--- config.mk ---
export PLATFORM = sky130hd
export DESIGN_NAME = scss_clock_source_select
export DESIGN_NICKNAME = d
export VERILOG_FILES = /design/src/rtl/scss_pkg.sv /design/src/rtl/scss_clock_source_select.sv
export VERILOG_INCLUDE_DIRS = /design/src /design/src/rtl
export SDC_FILE = /design/constraint.sdc
export NUM_CORES = 1
export LEC_CHECK = 0
export BUFFER_PORTS_ARGS = -buffer_cell sky130_fd_sc_hd__buf_2
export CORE_AREA = 5 5 81 83
export DETAILED_ROUTE_END_ITERATION = 8
export DIE_AREA = 0 0 86 88
export GPL_TIMING_DRIVEN = 0
export PLACE_DENSITY = 0.73
export REMOVE_ABC_BUFFERS = 1
export SLEW_MARGIN = 20
export SYNTH_ARGS = -nofsm -noshare
export SYNTH_HDL_FRONTEND = slang
export SYNTH_SLANG_ARGS = --single-unit
--- constraint.sdc ---
create_clock -name sys_clk_i -period 1.6 [get_ports sys_clk_i]
set_input_delay 0.32 -clock sys_clk_i [delete_from_list [all_inputs] [get_ports sys_clk_i]]
set_output_delay 0.32 -clock sys_clk_i [all_outputs]
set_load 0.005 [all_outputs]
--- src/rtl/scss_map.svh ---
`ifndef SCSS_MAP_SVH
`define SCSS_MAP_SVH
// ****************************************
// register byte addresses
// ****************************************
`define SCSS_ADDR_CTRL 16'h1C00
`define SCSS_ADDR_CLKCFG 16'h1C04
`define SCSS_ADDR_STATUS 16'h1C08
`define SCSS_ADDR_PULL2 16'h1C18
// ****************************************
// field positions
// ****************************************
`define SCSS_CTRL_CLOCK_OUTPUT_OFF 0
`define SCSS_CTRL_OSC 1
`define SCSS_CTRL_LDO 2
`define SCSS_CFG_SRC_LO 0
`define SCSS_CFG_SRC_HI 1
`define SCSS_PULL_EXTERNAL_CLOCK_INPUT 0
`define SCSS_ST_SEL 0
`define SCSS_ST_OSC 1
`define SCSS_ST_LDO 2
`define SCSS_ST_DRIVEN 3
`define SCSS_ST_EXTERNAL_CLOCK_INPUT_PD 4
// ****************************************
// reset values
// ****************************************
`define SCSS_RST_CTRL 16'h0000
`define SCSS_RST_CLKCFG 16'h0000
`define SCSS_RST_PULL2 16'h0001
`endif

--- src/rtl/scss_pkg.sv ---
// ****************************************
// shared types
// ****************************************
package scss_pkg;
	// apb request from the master
	typedef struct packed {
		logic psel; // slave select
		logic penable; // access phase
		logic pwrite; // 1 = write
		logic [15:0] paddr; // byte address
		logic [31:0] pwdata; // write data
	} scss_apb_req_t;
	// which clock is tapped onto the debug pin
	typedef enum logic [1:0] {
		SCSS_SRC_SYSGEN,
		SCSS_SRC_OSC,
		SCSS_SRC_EXT,
		SCSS_SRC_DIV2
	} scss_src_t;
	// strap capture sequence
	typedef enum logic {
		SCSS_ST_CAPTURE,
		SCSS_ST_RUN
	} scss_state_t;
endpackage : scss_pkg

--- src/rtl/scss_clock_source_select.sv ---
`timescale 1ns/1ps
`default_nettype none
`include "scss_map.svh"

module scss_clock_source_select (
	input wire logic sys_clk_i, // 40 mhz system clock
	input wire logic reset_n_i, // async reset, low
	input wire scss_pkg::scss_apb_req_t apb_req_i, // apb request
	output logic [31:0] prdata_o, // apb read data
	output logic pready_o, // apb ready
	output logic pslverr_o, // apb error
	input wire logic clk_sel_i, // clock select strap pin
	input wire logic external_clock_input_i, // external clock pin
	input wire logic osc_clock_i, // on-chip oscillator
	output logic ext_clk_selected_o, // sysgen from ext pin
	output logic osc_enable_o, // oscillator enable
	output logic usb_regulator_enable_o, // regulator enable
	output logic debug_clock_output_o, // debug pin data
	output logic debug_clock_output_oe_o, // debug pin drive
	output logic debug_clock_pulldown_o, // debug pin pulldown
	output logic external_clock_input_pulldown_o // ext pin pulldown
);
	import scss_pkg::*;

	// ****************************************
	// input synchronisers
	// ****************************************
	// bit 0 strap, bit 1 ext clock, bit 2 osc
	logic [2:0] sync_a_ff; // first stage
	logic [2:0] sync_b_ff; // second stage
	logic [2:0] nxt_sync_a; // first stage next
	logic [2:0] nxt_sync_b; // second stage next

	// two stages; first read only by second
	always_comb begin
		nxt_sync_a = {osc_clock_i, external_clock_input_i, clk_sel_i};
		nxt_sync_b = sync_a_ff;
	end

	// register the synchroniser stages
	always_ff @(posedge sys_clk_i or negedge reset_n_i) begin
		if (!reset_n_i) begin
			sync_a_ff <= 3'h0;
			sync_b_ff <= 3'h0;
		end else begin
			sync_a_ff <= nxt_sync_a;
			sync_b_ff <= nxt_sync_b;
		end
	end

	// ****************************************
	// strap capture
	// ****************************************
	scss_state_t state_ff; // capture or run
	scss_state_t nxt_state; // state next
	logic sel_ff; // latched select
	logic nxt_sel; // latched select next
	logic [1:0] wait_ff; // settle counter
	logic [1:0] nxt_wait; // settle counter next
	logic settled; // strap sample valid

	// strap taken once after release; a pin
	// change later must not glitch sysgen
	always_comb begin
		nxt_state = state_ff;
		nxt_sel = sel_ff;
		unique case (state_ff)
			SCSS_ST_CAPTURE: begin
				// second stage holds the pin only once
				// the settle counter has run out
				if (settled) begin
					nxt_sel = sync_b_ff[0];
					nxt_state = SCSS_ST_RUN;
				end
			end
			SCSS_ST_RUN: begin
				// hold; pin ignored from here
				nxt_sel = sel_ff;
			end
		endcase
	end

	// register capture state
	always_ff @(posedge sys_clk_i or negedge reset_n_i) begin
		if (!reset_n_i) begin
			state_ff <= SCSS_ST_CAPTURE;
			sel_ff <= 1'b0;
		end else begin
			state_ff <= nxt_state;
			sel_ff <= nxt_sel;
		end
	end

	// ****************************************
	// capture delay
	// ****************************************
	// two idle cycles so the strap sample
	// has crossed both synchroniser stages

	// count up to settle, then stop
	always_comb begin
		settled = (wait_ff == 2'h2);
		nxt_wait = wait_ff;
		if (!settled) begin
			nxt_wait = wait_ff + 2'h1;
		end
	end

	// register settle counter
	always_ff @(posedge sys_clk_i or negedge reset_n_i) begin
		if (!reset_n_i) begin
			wait_ff <= 2'h0;
		end else begin
			wait_ff <= nxt_wait;
		end
	end

	// ****************************************
	// apb decode
	// ****************************************
	logic access; // access phase seen
	logic wr_en; // write takes effect
	logic hit_ctrl; // control selected
	logic hit_cfg; // config selected
	logic hit_status; // status selected
	logic hit_pull; // pull reg selected
	logic hit_any; // mapped address

	// decode full byte address
	always_comb begin
		access = apb_req_i.psel & apb_req_i.penable;
		hit_ctrl = (apb_req_i.paddr == `SCSS_ADDR_CTRL);
		hit_cfg = (apb_req_i.paddr == `SCSS_ADDR_CLKCFG);
		hit_status = (apb_req_i.paddr == `SCSS_ADDR_STATUS);
		hit_pull = (apb_req_i.paddr == `SCSS_ADDR_PULL2);
		hit_any = hit_ctrl | hit_cfg | hit_status | hit_pull;
		wr_en = access & pready_o & apb_req_i.pwrite & hit_any;
	end

	// ****************************************
	// software registers
	// ****************************************
	logic [15:0] ctrl_ff; // clock-off, osc, ldo
	logic [15:0] cfg_ff; // debug source select
	logic [15:0] pull_ff; // pull inhibit bits
	logic [15:0] nxt_ctrl; // control next
	logic [15:0] nxt_cfg; // config next
	logic [15:0] nxt_pull; // pull next
	logic run_sel; // select valid and high

	// writes land on the completing edge
	always_comb begin
		nxt_ctrl = ctrl_ff;
		nxt_cfg = cfg_ff;
		nxt_pull = pull_ff;
		run_sel = sel_ff & (state_ff == SCSS_ST_RUN);
		if (wr_en && hit_ctrl) begin
			nxt_ctrl = {13'h0000, apb_req_i.pwdata[2:0]};
		end
		if (wr_en && hit_cfg) begin
			nxt_cfg = {14'h0000, apb_req_i.pwdata[1:0]};
		end
		if (wr_en && hit_pull) begin
			nxt_pull = apb_req_i.pwdata[15:0];
		end
		// internal source latched: enables forced on,
		// so a software clear is ignored; nothing is
		// forced before capture, so select high starts off
		if ((state_ff == SCSS_ST_RUN) && !sel_ff) begin
			nxt_ctrl[`SCSS_CTRL_OSC] = 1'b1;
			nxt_ctrl[`SCSS_CTRL_LDO] = 1'b1;
		end
	end

	// register software state
	always_ff @(posedge sys_clk_i or negedge reset_n_i) begin
		if (!reset_n_i) begin
			ctrl_ff <= `SCSS_RST_CTRL;
			cfg_ff <= `SCSS_RST_CLKCFG;
			pull_ff <= `SCSS_RST_PULL2;
		end else begin
			ctrl_ff <= nxt_ctrl;
			cfg_ff <= nxt_cfg;
			pull_ff <= nxt_pull;
		end
	end

	// ****************************************
	// apb answer
	// ****************************************
	logic [31:0] nxt_prdata; // read data next
	logic nxt_pready; // ready next
	logic nxt_pslverr; // error next
	logic [15:0] status; // live status word

	// one wait state, then ready for a cycle
	always_comb begin
		status = 16'h0000;
		status[`SCSS_ST_SEL] = ext_clk_selected_o;
		status[`SCSS_ST_OSC] = osc_enable_o;
		status[`SCSS_ST_LDO] = usb_regulator_enable_o;
		status[`SCSS_ST_DRIVEN] = debug_clock_output_oe_o;
		status[`SCSS_ST_EXTERNAL_CLOCK_INPUT_PD] = external_clock_input_pulldown_o;
		nxt_pready = access & ~pready_o;
		nxt_pslverr = access & ~pready_o & ~hit_any;
		nxt_prdata = 32'h0000_0000;
		if (access && !pready_o && !apb_req_i.pwrite) begin
			unique case (1'b1)
				hit_ctrl: nxt_prdata = {16'h0000, ctrl_ff};
				hit_cfg: nxt_prdata = {16'h0000, cfg_ff};
				hit_status: nxt_prdata = {16'h0000, status};
				hit_pull: nxt_prdata = {16'h0000, pull_ff};
				default: nxt_prdata = 32'h0000_0000;
			endcase
		end
	end

	// register apb answer
	always_ff @(posedge sys_clk_i or negedge reset_n_i) begin
		if (!reset_n_i) begin
			prdata_o <= 32'h0000_0000;
			pready_o <= 1'b0;
			pslverr_o <= 1'b0;
		end else begin
			prdata_o <= nxt_prdata;
			pready_o <= nxt_pready;
			pslverr_o <= nxt_pslverr;
		end
	end

	// ****************************************
	// clock tap
	// ****************************************
	logic div_ff; // sys clock divided by two
	logic nxt_div; // divider next
	logic tap; // selected clock sample
	scss_src_t src; // debug source field

	// pick the tapped clock
	always_comb begin
		nxt_div = ~div_ff;
		src = scss_src_t'(cfg_ff[`SCSS_CFG_SRC_HI:`SCSS_CFG_SRC_LO]);
		unique case (src)
			SCSS_SRC_SYSGEN: tap = run_sel ? sync_b_ff[1] : sync_b_ff[2];
			SCSS_SRC_OSC: tap = sync_b_ff[2];
			SCSS_SRC_EXT: tap = sync_b_ff[1];
			SCSS_SRC_DIV2: tap = div_ff;
		endcase
	end

	// register divider
	always_ff @(posedge sys_clk_i or negedge reset_n_i) begin
		if (!reset_n_i) begin
			div_ff <= 1'b0;
		end else begin
			div_ff <= nxt_div;
		end
	end

	// ****************************************
	// pin control
	// ****************************************
	logic nxt_ext_sel; // sysgen source next
	logic nxt_osc_en; // oscillator next
	logic nxt_ldo_en; // regulator next
	logic nxt_dbg; // debug data next
	logic nxt_dbg_oe; // debug drive next
	logic nxt_dbg_pd; // debug pulldown next
	logic nxt_ext_pd; // ext pulldown next

	// pins follow registers one cycle later;
	// sample-based tap, so only a debug aid
	always_comb begin
		nxt_ext_sel = run_sel;
		// select high: software owns enables
		nxt_osc_en = ~run_sel | ctrl_ff[`SCSS_CTRL_OSC];
		nxt_ldo_en = ~run_sel | ctrl_ff[`SCSS_CTRL_LDO];
		nxt_dbg_oe = ~ctrl_ff[`SCSS_CTRL_CLOCK_OUTPUT_OFF];
		nxt_dbg_pd = ctrl_ff[`SCSS_CTRL_CLOCK_OUTPUT_OFF];
		nxt_dbg = nxt_dbg_oe & tap;
		nxt_ext_pd = ~pull_ff[`SCSS_PULL_EXTERNAL_CLOCK_INPUT];
	end

	// register pin controls
	always_ff @(posedge sys_clk_i or negedge reset_n_i) begin
		if (!reset_n_i) begin
			ext_clk_selected_o <= 1'b0;
			osc_enable_o <= 1'b1;
			usb_regulator_enable_o <= 1'b1;
			debug_clock_output_o <= 1'b0;
			debug_clock_output_oe_o <= 1'b1;
			debug_clock_pulldown_o <= 1'b0;
			external_clock_input_pulldown_o <= 1'b0;
		end else begin
			ext_clk_selected_o <= nxt_ext_sel;
			osc_enable_o <= nxt_osc_en;
			usb_regulator_enable_o <= nxt_ldo_en;
			debug_clock_output_o <= nxt_dbg;
			debug_clock_output_oe_o <= nxt_dbg_oe;
			debug_clock_pulldown_o <= nxt_dbg_pd;
			external_clock_input_pulldown_o <= nxt_ext_pd;
		end
	end

endmodule : scss_clock_source_select
`default_nettype wire

==> results of run 1 <==
[report_power, final]
group | switching (W) | total [W] | internal [W]
logic | 0.0000918 | 0.000159 | 0.0000676
registers | 0.00000533 | 0.00146 | 0.00146
clock network | 0.000522 | 0.00116 | 0.000639
total | 0.000619 | 0.00278 | 0.00216
[synth_stat cells (all sizes together), types with 4 or more instances]
cell type / number
nor3: 7
dfstp: 4
nand2: 5
mux2: 20
mux2i: 9
dfrtp: 53
inv: 8
buf: 18
and2: 11
nor2: 8
nand4: 4
[flip-flops by register name (all words and copies together) (netlist names), 2 cells and up]
register    count
wait_ff         2
sync_b_ff       3
prdata_o       16
ctrl_ff         3
cfg_ff          2
pull_ff        16
nxt_sync_b      3
[stage by stage]
step	utilization [%]	area, um^2	total power, W
after floorplan	-	2270	0.00153
after global placement	46.4	2680	0.00163
after detailed placement	46.8	2710	0.00164
after CTS	51.3	2970	0.00282
after global routing	53.0	3060	0.00293
final	53.0	3060	0.00278
[final cells by class]
class / count / area (um^2) / share of cell area (%)
Clock buffer: 13 / 159 / 5.19
Clock inverter: 3 / 15.0 / 0.490
Inverter: 8 / 30.0 / 0.981
Multi-Input combinational cell: 108 / 892 / 29.1
Sequential cell: 57 / 1430 / 46.8
Tap cell: 75 / 93.8 / 3.06
Timing Repair Buffer: 76 / 440 / 14.4
[cell families (layout without fill, tap and decap cells)]
group / after synthesis / count (layout) / synth area share, %
flip-flops: 57 / 57 / 60.8
AND/OR/NAND/NOR: 52 / 52 / 14.7
XOR/XNOR: 1 / 1 / 0.372
AO/OA/AOI/OAI: 9 / 9 / 2.66
multiplexers: 29 / 29 / 13.4
buffers and inverters: 28 / 100 / 7.44
adder cells (fa/ha/maj): 1 / 1 / 0.531
other: 1 / 16 / 0.159
[timing repair]
item | 4_1_cts | 5_1_grt
setup buffers | 4 | 4
gates resized for setup | 15 | 14
setup endpoints to repair | 26 | 27
hold buffers | 0 | 0
pin swaps | 3 | 4
gates cloned | 1 | 1
[worst max path at each step]
| stage | startpoint | endpoint | slack, ps | cells after the start |
|---|---|---|---|---|
| global route | pready_o | prdata_o[7] | -70 | 6 |
| finish | apb_req_i[46] | pull_ff[8] | -30 | 6 |
| global placement | apb_req_i[34] | prdata_o[5] | -1390 | 5 |
| detailed placement | apb_req_i[45] | pull_ff[12] | -730 | 6 |
| floorplan | apb_req_i[45] | pull_ff[10] | -400 | 4 |
| CTS | pready_o | pull_ff[14] | -30 | 5 |
[metal layers]
layer	track usage [%]	vias up	part of all wire [%]	wire, um
met5	0	-	0	0
met4	4.89	0	1.2	60
met3	8.09	9	9.6	468
met2	21.7	64	49	2380
met1	16.4	757	41	1990
li1	-	750	-	-
[worst max-delay path, cell delays in order]
cell	delay (ps)
buf_6	100
nor4b_4	310
nand4_2	200
nor4_4	380
buf_6	220
mux2_4	320
==> run summary, run 1 <==
Netlist cell types -> 38
Port Buffers -> 64
Syn. warnings -> 0
Post-Syn Area -> 2350 um^2
Core ar. -> 5780 um^2
die height -> 88 um
Layout Cells excl Fill -> 340
peak supply drop -> 0.755 mV
sequential share of the synthesized area -> 60.8%
crit path capture type -> register
Placed Cells -> 314
most used flip-flop cell after synthesis -> dfrtp_1
first-pass GRT wire length -> 7930 um
critical path class -> in2reg
Mapped Cells -> 178
pin count of the biggest net entering global routing -> 58
# IOs -> 97
RSZ-0062 raised after global routing -> true
DP HPWL -> 3320 um
initial drt markers -> 35
DRC viols -> 0
FMAX -> 0.614 GHz
ys async rst share -> 100%
pre-CTS WS -> -732 ps
Reg2Reg Depth -> 6
Total Neg Setup Slack -> -127 ps
commonest non-fill, non-tap cells in the layout -> 61 x buf_2, 53 x dfrtp_1, 16 x conb_1
WL/cell -> 14.4 um
top-area cell type share of the netlist area -> 56.3%
cell taking the most area after synthesis -> dfrtp_1
max-cap viol count -> 0
Via density -> 4.65
crit start category -> input port
diodes inserted -> 0
clock skew -> 8.79 ps
remaining antenna violation count after routing -> 0
flops & latches, synth -> 57
die span in x -> 86 um
CTS tree -> built
clock tree buffer depth -> 2
Die ar. -> 7570 um^2
outcome -> complete, but fails checks
required time worst endpoint -> 1810 ps
Initial Utilization -> 40.7%
# fillers -> 530
CP arrival -> 1840 ps
grt total ovfl -> 0
Total Routing Usage GR -> 14.0%
Pwr Density -> 909 nW/um^2
Total Nets Final -> 317
FF-to-FF End -> prdata_o[8]
Tcrit/Tclk final -> 102%
Clock Pin Slew Worst Setup and Hold Paths -> 60 ps
Final Hold Fails -> 0
CTS H-tree lvls -> 3
# setup viols final -> 12
most common cell after layout, fill and taps aside -> buf_2
clock sinks -> 57
final setup margin -> -29.1 ps
syn avg cell area -> 13.2 um^2
hold slack -> 33.5 ps
failing checks -> setup timing
Hold/Removal Path Class -> in2async
minimum clock period -> 1630 ps
Slew Viols, Final -> 0
Leak -> 1.56 nW
number of enable flip-flop cells after synthesis -> 0
GPL Wtd Cong -> 0.779
vias in the first global route -> 1647
Worst Max-Slew Pin Slew -> 703 ps
Worst R2R Start -> pready_o
Via Count -> 1580
crit-path max FO -> 7
Cell Rows -> 28
Max-slew headroom -> 53.1%
Total Wirelength -> 4900 um
largest cells by area after synthesis -> dfrtp_1 56%, mux2_2 9.1%, buf_4 5.1%
Layout Area Growth over Synthesis -> 30.0%
initial antenna violation count -> 0
share of layout cells above drive strength 1 -> 47.9%
drt pass-1 iters -> 4
worst skew pair latency -> 330 ps
Root Driver -> clkbuf_8
CTS buffer count -> 9
R2R Setup Slk -> 10 ps
Note: power is estimated with default switching activity, not from simulation.
==> inputs of run 2 (changes only) <==
--- a/config.mk
+++ b/config.mk
@@ -7,12 +7,13 @@
 export NUM_CORES = 1
 export LEC_CHECK = 0
 export BUFFER_PORTS_ARGS = -buffer_cell sky130_fd_sc_hd__buf_2
-export CORE_AREA = 5 5 81 83
+export CORE_AREA = 2 2 78 80
 export DETAILED_ROUTE_END_ITERATION = 8
-export DIE_AREA = 0 0 86 88
+export DIE_AREA = 0 0 80 82
 export GPL_TIMING_DRIVEN = 0
 export PLACE_DENSITY = 0.73
 export REMOVE_ABC_BUFFERS = 1
+export SETUP_SLACK_MARGIN = 0.1
 export SLEW_MARGIN = 20
 export SYNTH_ARGS = -nofsm -noshare
 export SYNTH_HDL_FRONTEND = slang
==> run 2 against run 1 <==
  * Critical path depth unchanged
  * Sequential power is essentially flat
  * Sequential share of layout area decreased by 0.49 points
  * Global-route usage grew 1.5 points
  * Sequential cell count stayed put
  * Die area down 13%
  * The flow still finishes with violations (setup timing)
  * Worst hold slack improved by 8.7 ps
  * Design area grew 1.1%
  * Largest cell class unchanged
  * Clock skew decreased by 3.3 ps
==> run summary, run 2 (same netlist as run 1, synthesis figures left out) <==
outcome -> complete, but fails checks
failing checks -> setup timing
final setup margin -> -29.9 ps
slowest stage cell on the critical path -> dfrtp_1
drt pass-1 iters -> 4
share of layout cells above drive strength 1 -> 48.9%
clock sinks -> 57
Multi-input gate area -> 930 um^2
CTS buffer count -> 9
diodes inserted -> 0
WL/cell -> 14.2 um
Core ar. -> 5750 um^2
RSZ-0062 raised after global routing -> true
clock skew -> 5.49 ps
Worst Max-Slew Pin Slew -> 707 ps
Finished Core Util -> 53.9%
Leak -> 1.58 nW
DRC viols -> 0
Total Nets Final -> 314
critical path class -> reg2reg
post-route cell area -> 3090 um^2
# IOs -> 97
Max-slew headroom -> 52.8%
vias in the first global route -> 1540
Clock Pin Slew Worst Setup and Hold Paths -> 60 ps
die span in x -> 80 um
die height -> 82 um
worst skew pair latency -> 320 ps
commonest non-fill, non-tap cells in the layout -> 60 x buf_2, 53 x dfrtp_1, 16 x mux2_4, 16 x conb_1, 11 x clkbuf_8
critical path, cell by cell -> and4_4 > nand2_4 > nor4_4 > buf_6 > buf_8 > mux2_4
register area -> 1430 um^2
minimum clock period -> 1630 ps
Placed Cells -> 314
Layout Area Growth over Synthesis -> 31.4%
biggest regs -> prdata_o x16, pull_ff x16
clock tree buffer depth -> 2
peak supply drop -> 0.579 mV
Root Driver -> clkbuf_8
Cell Rows -> 28
# setup viols final -> 15
Final Hold Fails -> 0
# hold bufs at CTS -> 0
most common cell after layout, fill and taps aside -> buf_2
Port Buffers -> 64
crit start category -> register
pin count of the biggest net entering global routing -> 58
crit path capture type -> register
placed cell area -> 2700 um^2
Initial Utilization -> 41.0%
# fillers -> 528
required time worst endpoint -> 1800 ps
CTS H-tree lvls -> 3
Via Count -> 1525
FMAX -> 0.614 GHz
Hold/Removal Path Class -> in2async
initial drt markers -> 63
Layout Cells excl Fill -> 337
Total Routing Usage GR -> 15.6%
Die ar. -> 6560 um^2
Via density -> 4.53
CP arrival -> 1830 ps
CTS tree -> built
remaining antenna violation count after routing -> 0
Total Wirelength -> 4780 um
max-cap viol count -> 0
R2R Setup Slk -> -30 ps
delay of the slowest cell on the worst path -> 360 ps
Slew Viols, Final -> 0
pre-CTS WS -> -747 ps
first-pass GRT wire length -> 7470 um
Tcrit/Tclk final -> 102%
DP HPWL -> 3040 um
initial antenna violation count -> 0
Pwr Density -> 902 nW/um^2
GPL Wtd Cong -> 0.763
grt total ovfl -> 0
crit-path max FO -> 6
run 2: final cells by class:
| class | instances | area share [%] |
|---|---|---|
| clock buffers | 13 | 5.14 |
| clock inverters | 3 | 0.485 |
| inverters | 8 | 0.970 |
| multi-input cells | 108 | 30.0 |
| flip-flops and latches | 57 | 46.3 |
| well taps | 75 | 3.03 |
| repair buffers | 73 | 14.1 |
run 2: power by group:
part | switching [W] | total, W | leakage, nW | internal, W
logic | 0.0000955 | 0.000163 | 0.757 | 0.0000672
registers | 0.00000528 | 0.00146 | 0.729 | 0.00146
clock network | 0.000526 | 0.00117 | 0.0932 | 0.000639
run 2: stage by stage:
stage / power [W] / hold WS (ps) / setup TNS, ps
CTS: 0.00282 / 58.6 / 0
global placement: 0.00163 / 335 / -33560
floorplan: 0.00153 / 24.4 / -9180
finish: 0.00279 / 42.1 / -296
detailed placement: 0.00164 / 336 / -17620
global route: 0.00292 / 81.6 / -877
run 2: path summary, 6_finish.rpt:
check                      cells after the start     startpoint       endpoint
min in group sys_clk_i                         1    osc_clock_i  nxt_sync_b[2]
setup reg to reg                               6       pready_o     pull_ff[7]
hold / removal                                 1      reset_n_i    prdata_o[1]
setup / recovery                               6       pready_o     pull_ff[7]
max in group asynchronous                      1      reset_n_i     pull_ff[3]
hold reg to reg                                0  nxt_sync_b[0]   sync_b_ff[0]
run 2: metal layers:
metal	share of wire (%)	routed length (um)	vias up	track usage, %
met5	0	0	-	0
li1	-	-	737	-
met4	0.19	9	0	7.46
met1	44	2090	733	19.2
met3	6.5	312	2	5.49
met2	50	2370	53	24.5
run 2: critical path, delay by kind of cell, from the launching register on:
family        cells  cell delay [ps]
flops             1              360
mux               1              300
simple gates      3              530
buf+inv           2              310
run 2: repair_timing:
action | 4_1_cts | 5_1_grt
pin swaps | 6 | 2
gates resized for setup | 32 | 9
cloned | 1 | 0
setup buffers | 6 | 0
endpoints found under the setup margin | 30 | 30
==> inputs of run 3 (changes only) <==
--- a/config.mk
+++ b/config.mk
@@ -13,7 +13,6 @@
 export GPL_TIMING_DRIVEN = 0
 export PLACE_DENSITY = 0.73
 export REMOVE_ABC_BUFFERS = 1
-export SETUP_SLACK_MARGIN = 0.1
 export SLEW_MARGIN = 20
 export SYNTH_ARGS = -nofsm -noshare
 export SYNTH_HDL_FRONTEND = slang
==> run 3 against run 2 <==
  * The run still ends with setup timing left
  * Register-to-register slack better by 30 ps
  * Sequential cell count unchanged
  * Clock-buffer cell count is the same
  * Worst hold slack gained 1.5 ps
  * Global-route usage decreased by 0.50 points
  * Die area is the same
  * Critical path depth grew 1
  * Maximum frequency rose by 0.32%
  * Highest routed layer unchanged
==> run summary, run 3 (same netlist as run 1, synthesis figures left out) <==
required time worst endpoint -> 1800 ps
Leak -> 1.57 nW
die span in x -> 80 um
pre-CTS WS -> -747 ps
DRC viols -> 0
# IOs -> 97
Tcrit/Tclk final -> 102%
critical path, cell by cell -> buf_6 > nor4b_4 > nand4_2 > nor4_4 > buf_4 > buf_8 > mux2_4
Clk network pwr share -> 41.8%
Slew Viols, Final -> 0
Initial Utilization -> 41.0%
final setup margin -> -24.7 ps
busiest grt layer -> met2
Total Routing Usage GR -> 15.1%
crit start category -> input port
slowest stage cell on the critical path -> nor4b_4
Die ar. -> 6560 um^2
commonest non-fill, non-tap cells in the layout -> 61 x buf_2, 53 x dfrtp_1, 16 x conb_1
share of layout cells above drive strength 1 -> 48.5%
crit-path max FO -> 6
CTS tree -> built
grt total ovfl -> 0
worst skew pair latency -> 320 ps
die height -> 82 um
global-route met3 utilization -> 5.27%
Cell Rows -> 28
Via Count -> 1542
diodes inserted -> 0
minimum clock period -> 1620 ps
CTS buffer count -> 9
most common cell after layout, fill and taps aside -> buf_2
initial antenna violation count -> 0
Via density -> 4.55
Total Nets Final -> 316
CP arrival -> 1830 ps
crit path capture type -> register
Total Neg Setup Slack -> -145 ps
first-pass GRT wire length -> 7220 um
Total Wirelength -> 4710 um
# fillers -> 532
GPL Wtd Cong -> 0.763
Final Hold Fails -> 0
outcome -> complete, but fails checks
part of the power in registers -> 52.4%
max-cap viol count -> 0
vias in the first global route -> 1524
Pwr Density -> 911 nW/um^2
clock sinks -> 57
Max-slew headroom -> 53.6%
CTS H-tree lvls -> 3
overall power -> 0.00279 W
Psw -> 0.000627 W
clock skew -> 6.59 ps
drt pass-1 iters -> 4
Placed Cells -> 314
cell family with most CP delay -> simple AND/OR/NAND/NOR gates
WP buf/inv -> 3
WL/cell -> 13.9 um
register area -> 1430 um^2
# setup viols final -> 9
initial drt markers -> 59
RSZ-0062 raised after global routing -> true
critical path class -> in2reg
Port Buffers -> 64
biggest regs -> prdata_o x16, pull_ff x16
Sw Ratio -> 22.5%
met2 Usage GRT -> 24.3%
Worst Max-Slew Pin Slew -> 697 ps
Multi-input gate area -> 896 um^2
Reg2Reg Depth -> 6
Layout Area Growth over Synthesis -> 30.2%
clock tree buffer depth -> 2
pin count of the biggest net entering global routing -> 58
Clock Pin Slew Worst Setup and Hold Paths -> 60 ps
peak supply drop -> 0.578 mV
Layout Cells excl Fill -> 339
Comb power frac -> 5.8%
delay of the slowest cell on the worst path -> 310 ps
Root Driver -> clkbuf_8
Core ar. -> 5750 um^2
remaining antenna violation count after routing -> 0
GR Util met1 -> 18.2%
internal power -> 0.00216 W
DP HPWL -> 3040 um
FMAX -> 0.615 GHz
failing checks -> setup timing
Finished Core Util -> 53.4%
critical path depth -> 7
Hold/Removal Path Class -> in2async
run 3: changes by cell type in the layout (fill, tap and decap cells not counted), sizes merged:
cell  delta
buf      +2
run 3: layout make-up:
cell class	instances	share of cell area, %
timing repair buffer	75	14.4
multi-input combinational	108	29.2
inverter	8	0.980
sequential	57	46.7
clock inverter	3	0.490
clock buffer	13	5.18
tap	75	3.06
run 3: power by group through the flow:
stage / clock, W / sequential, W / combinational, W
finish: 0.00117 / 0.00146 / 0.000162
CTS: 0.00120 / 0.00146 / 0.000154
floorplan: 0 / 0.00149 / 0.0000432
global route: 0.00127 / 0.00146 / 0.000182
detailed placement: 0 / 0.00149 / 0.000147
global placement: 0 / 0.00149 / 0.000143
run 3: through the flow:
step / cell area (um^2) / hold WS [ps]
2_1_floorplan: 2270 / 24.4
3_3_place_gp: 2680 / 335
3_5_place_dp: 2700 / 336
4_1_cts: 2970 / 58.6
5_1_grt: 3070 / 81.6
6_report: 3070 / 43.6
run 3: per-layer routing:
layer / wire, um / share of wire, %
met2: 2370 / 50
met1: 2000 / 42
met3: 330 / 7.0
met5: 0 / 0
met4: 9 / 0.19
run 3: final timing paths:
path,from,slack [ps],end
max,apb_req_i[46],-20,pull_ff[7]
min,reset_n_i,40,ctrl_ff[2]
max reg2reg,pready_o,0,pull_ff[7]
min reg2reg,nxt_sync_b[0],350,sync_b_ff[0]
max in group asynchronous,reset_n_i,1090,prdata_o[11]
min in group sys_clk_i,osc_clock_i,110,nxt_sync_b[2]
run 3: timing repair:
action | CTS | global route
resized for setup | 11 | 20
hold buffers | 0 | 0
cloned | 1 | 0
hold endpoints to repair | 0 | 0
setup buffers | 6 | 2
setup endpoints to repair | 27 | 30
pin swaps | 3 | 7
run 3: worst reg2reg max path, cell delays in order, from the launching register on:
cell	delay, ps
dfrtp_1	360
and4_4	240
nand2_4	60
nor4_4	170
buf_4	200
buf_8	140
mux2_4	310
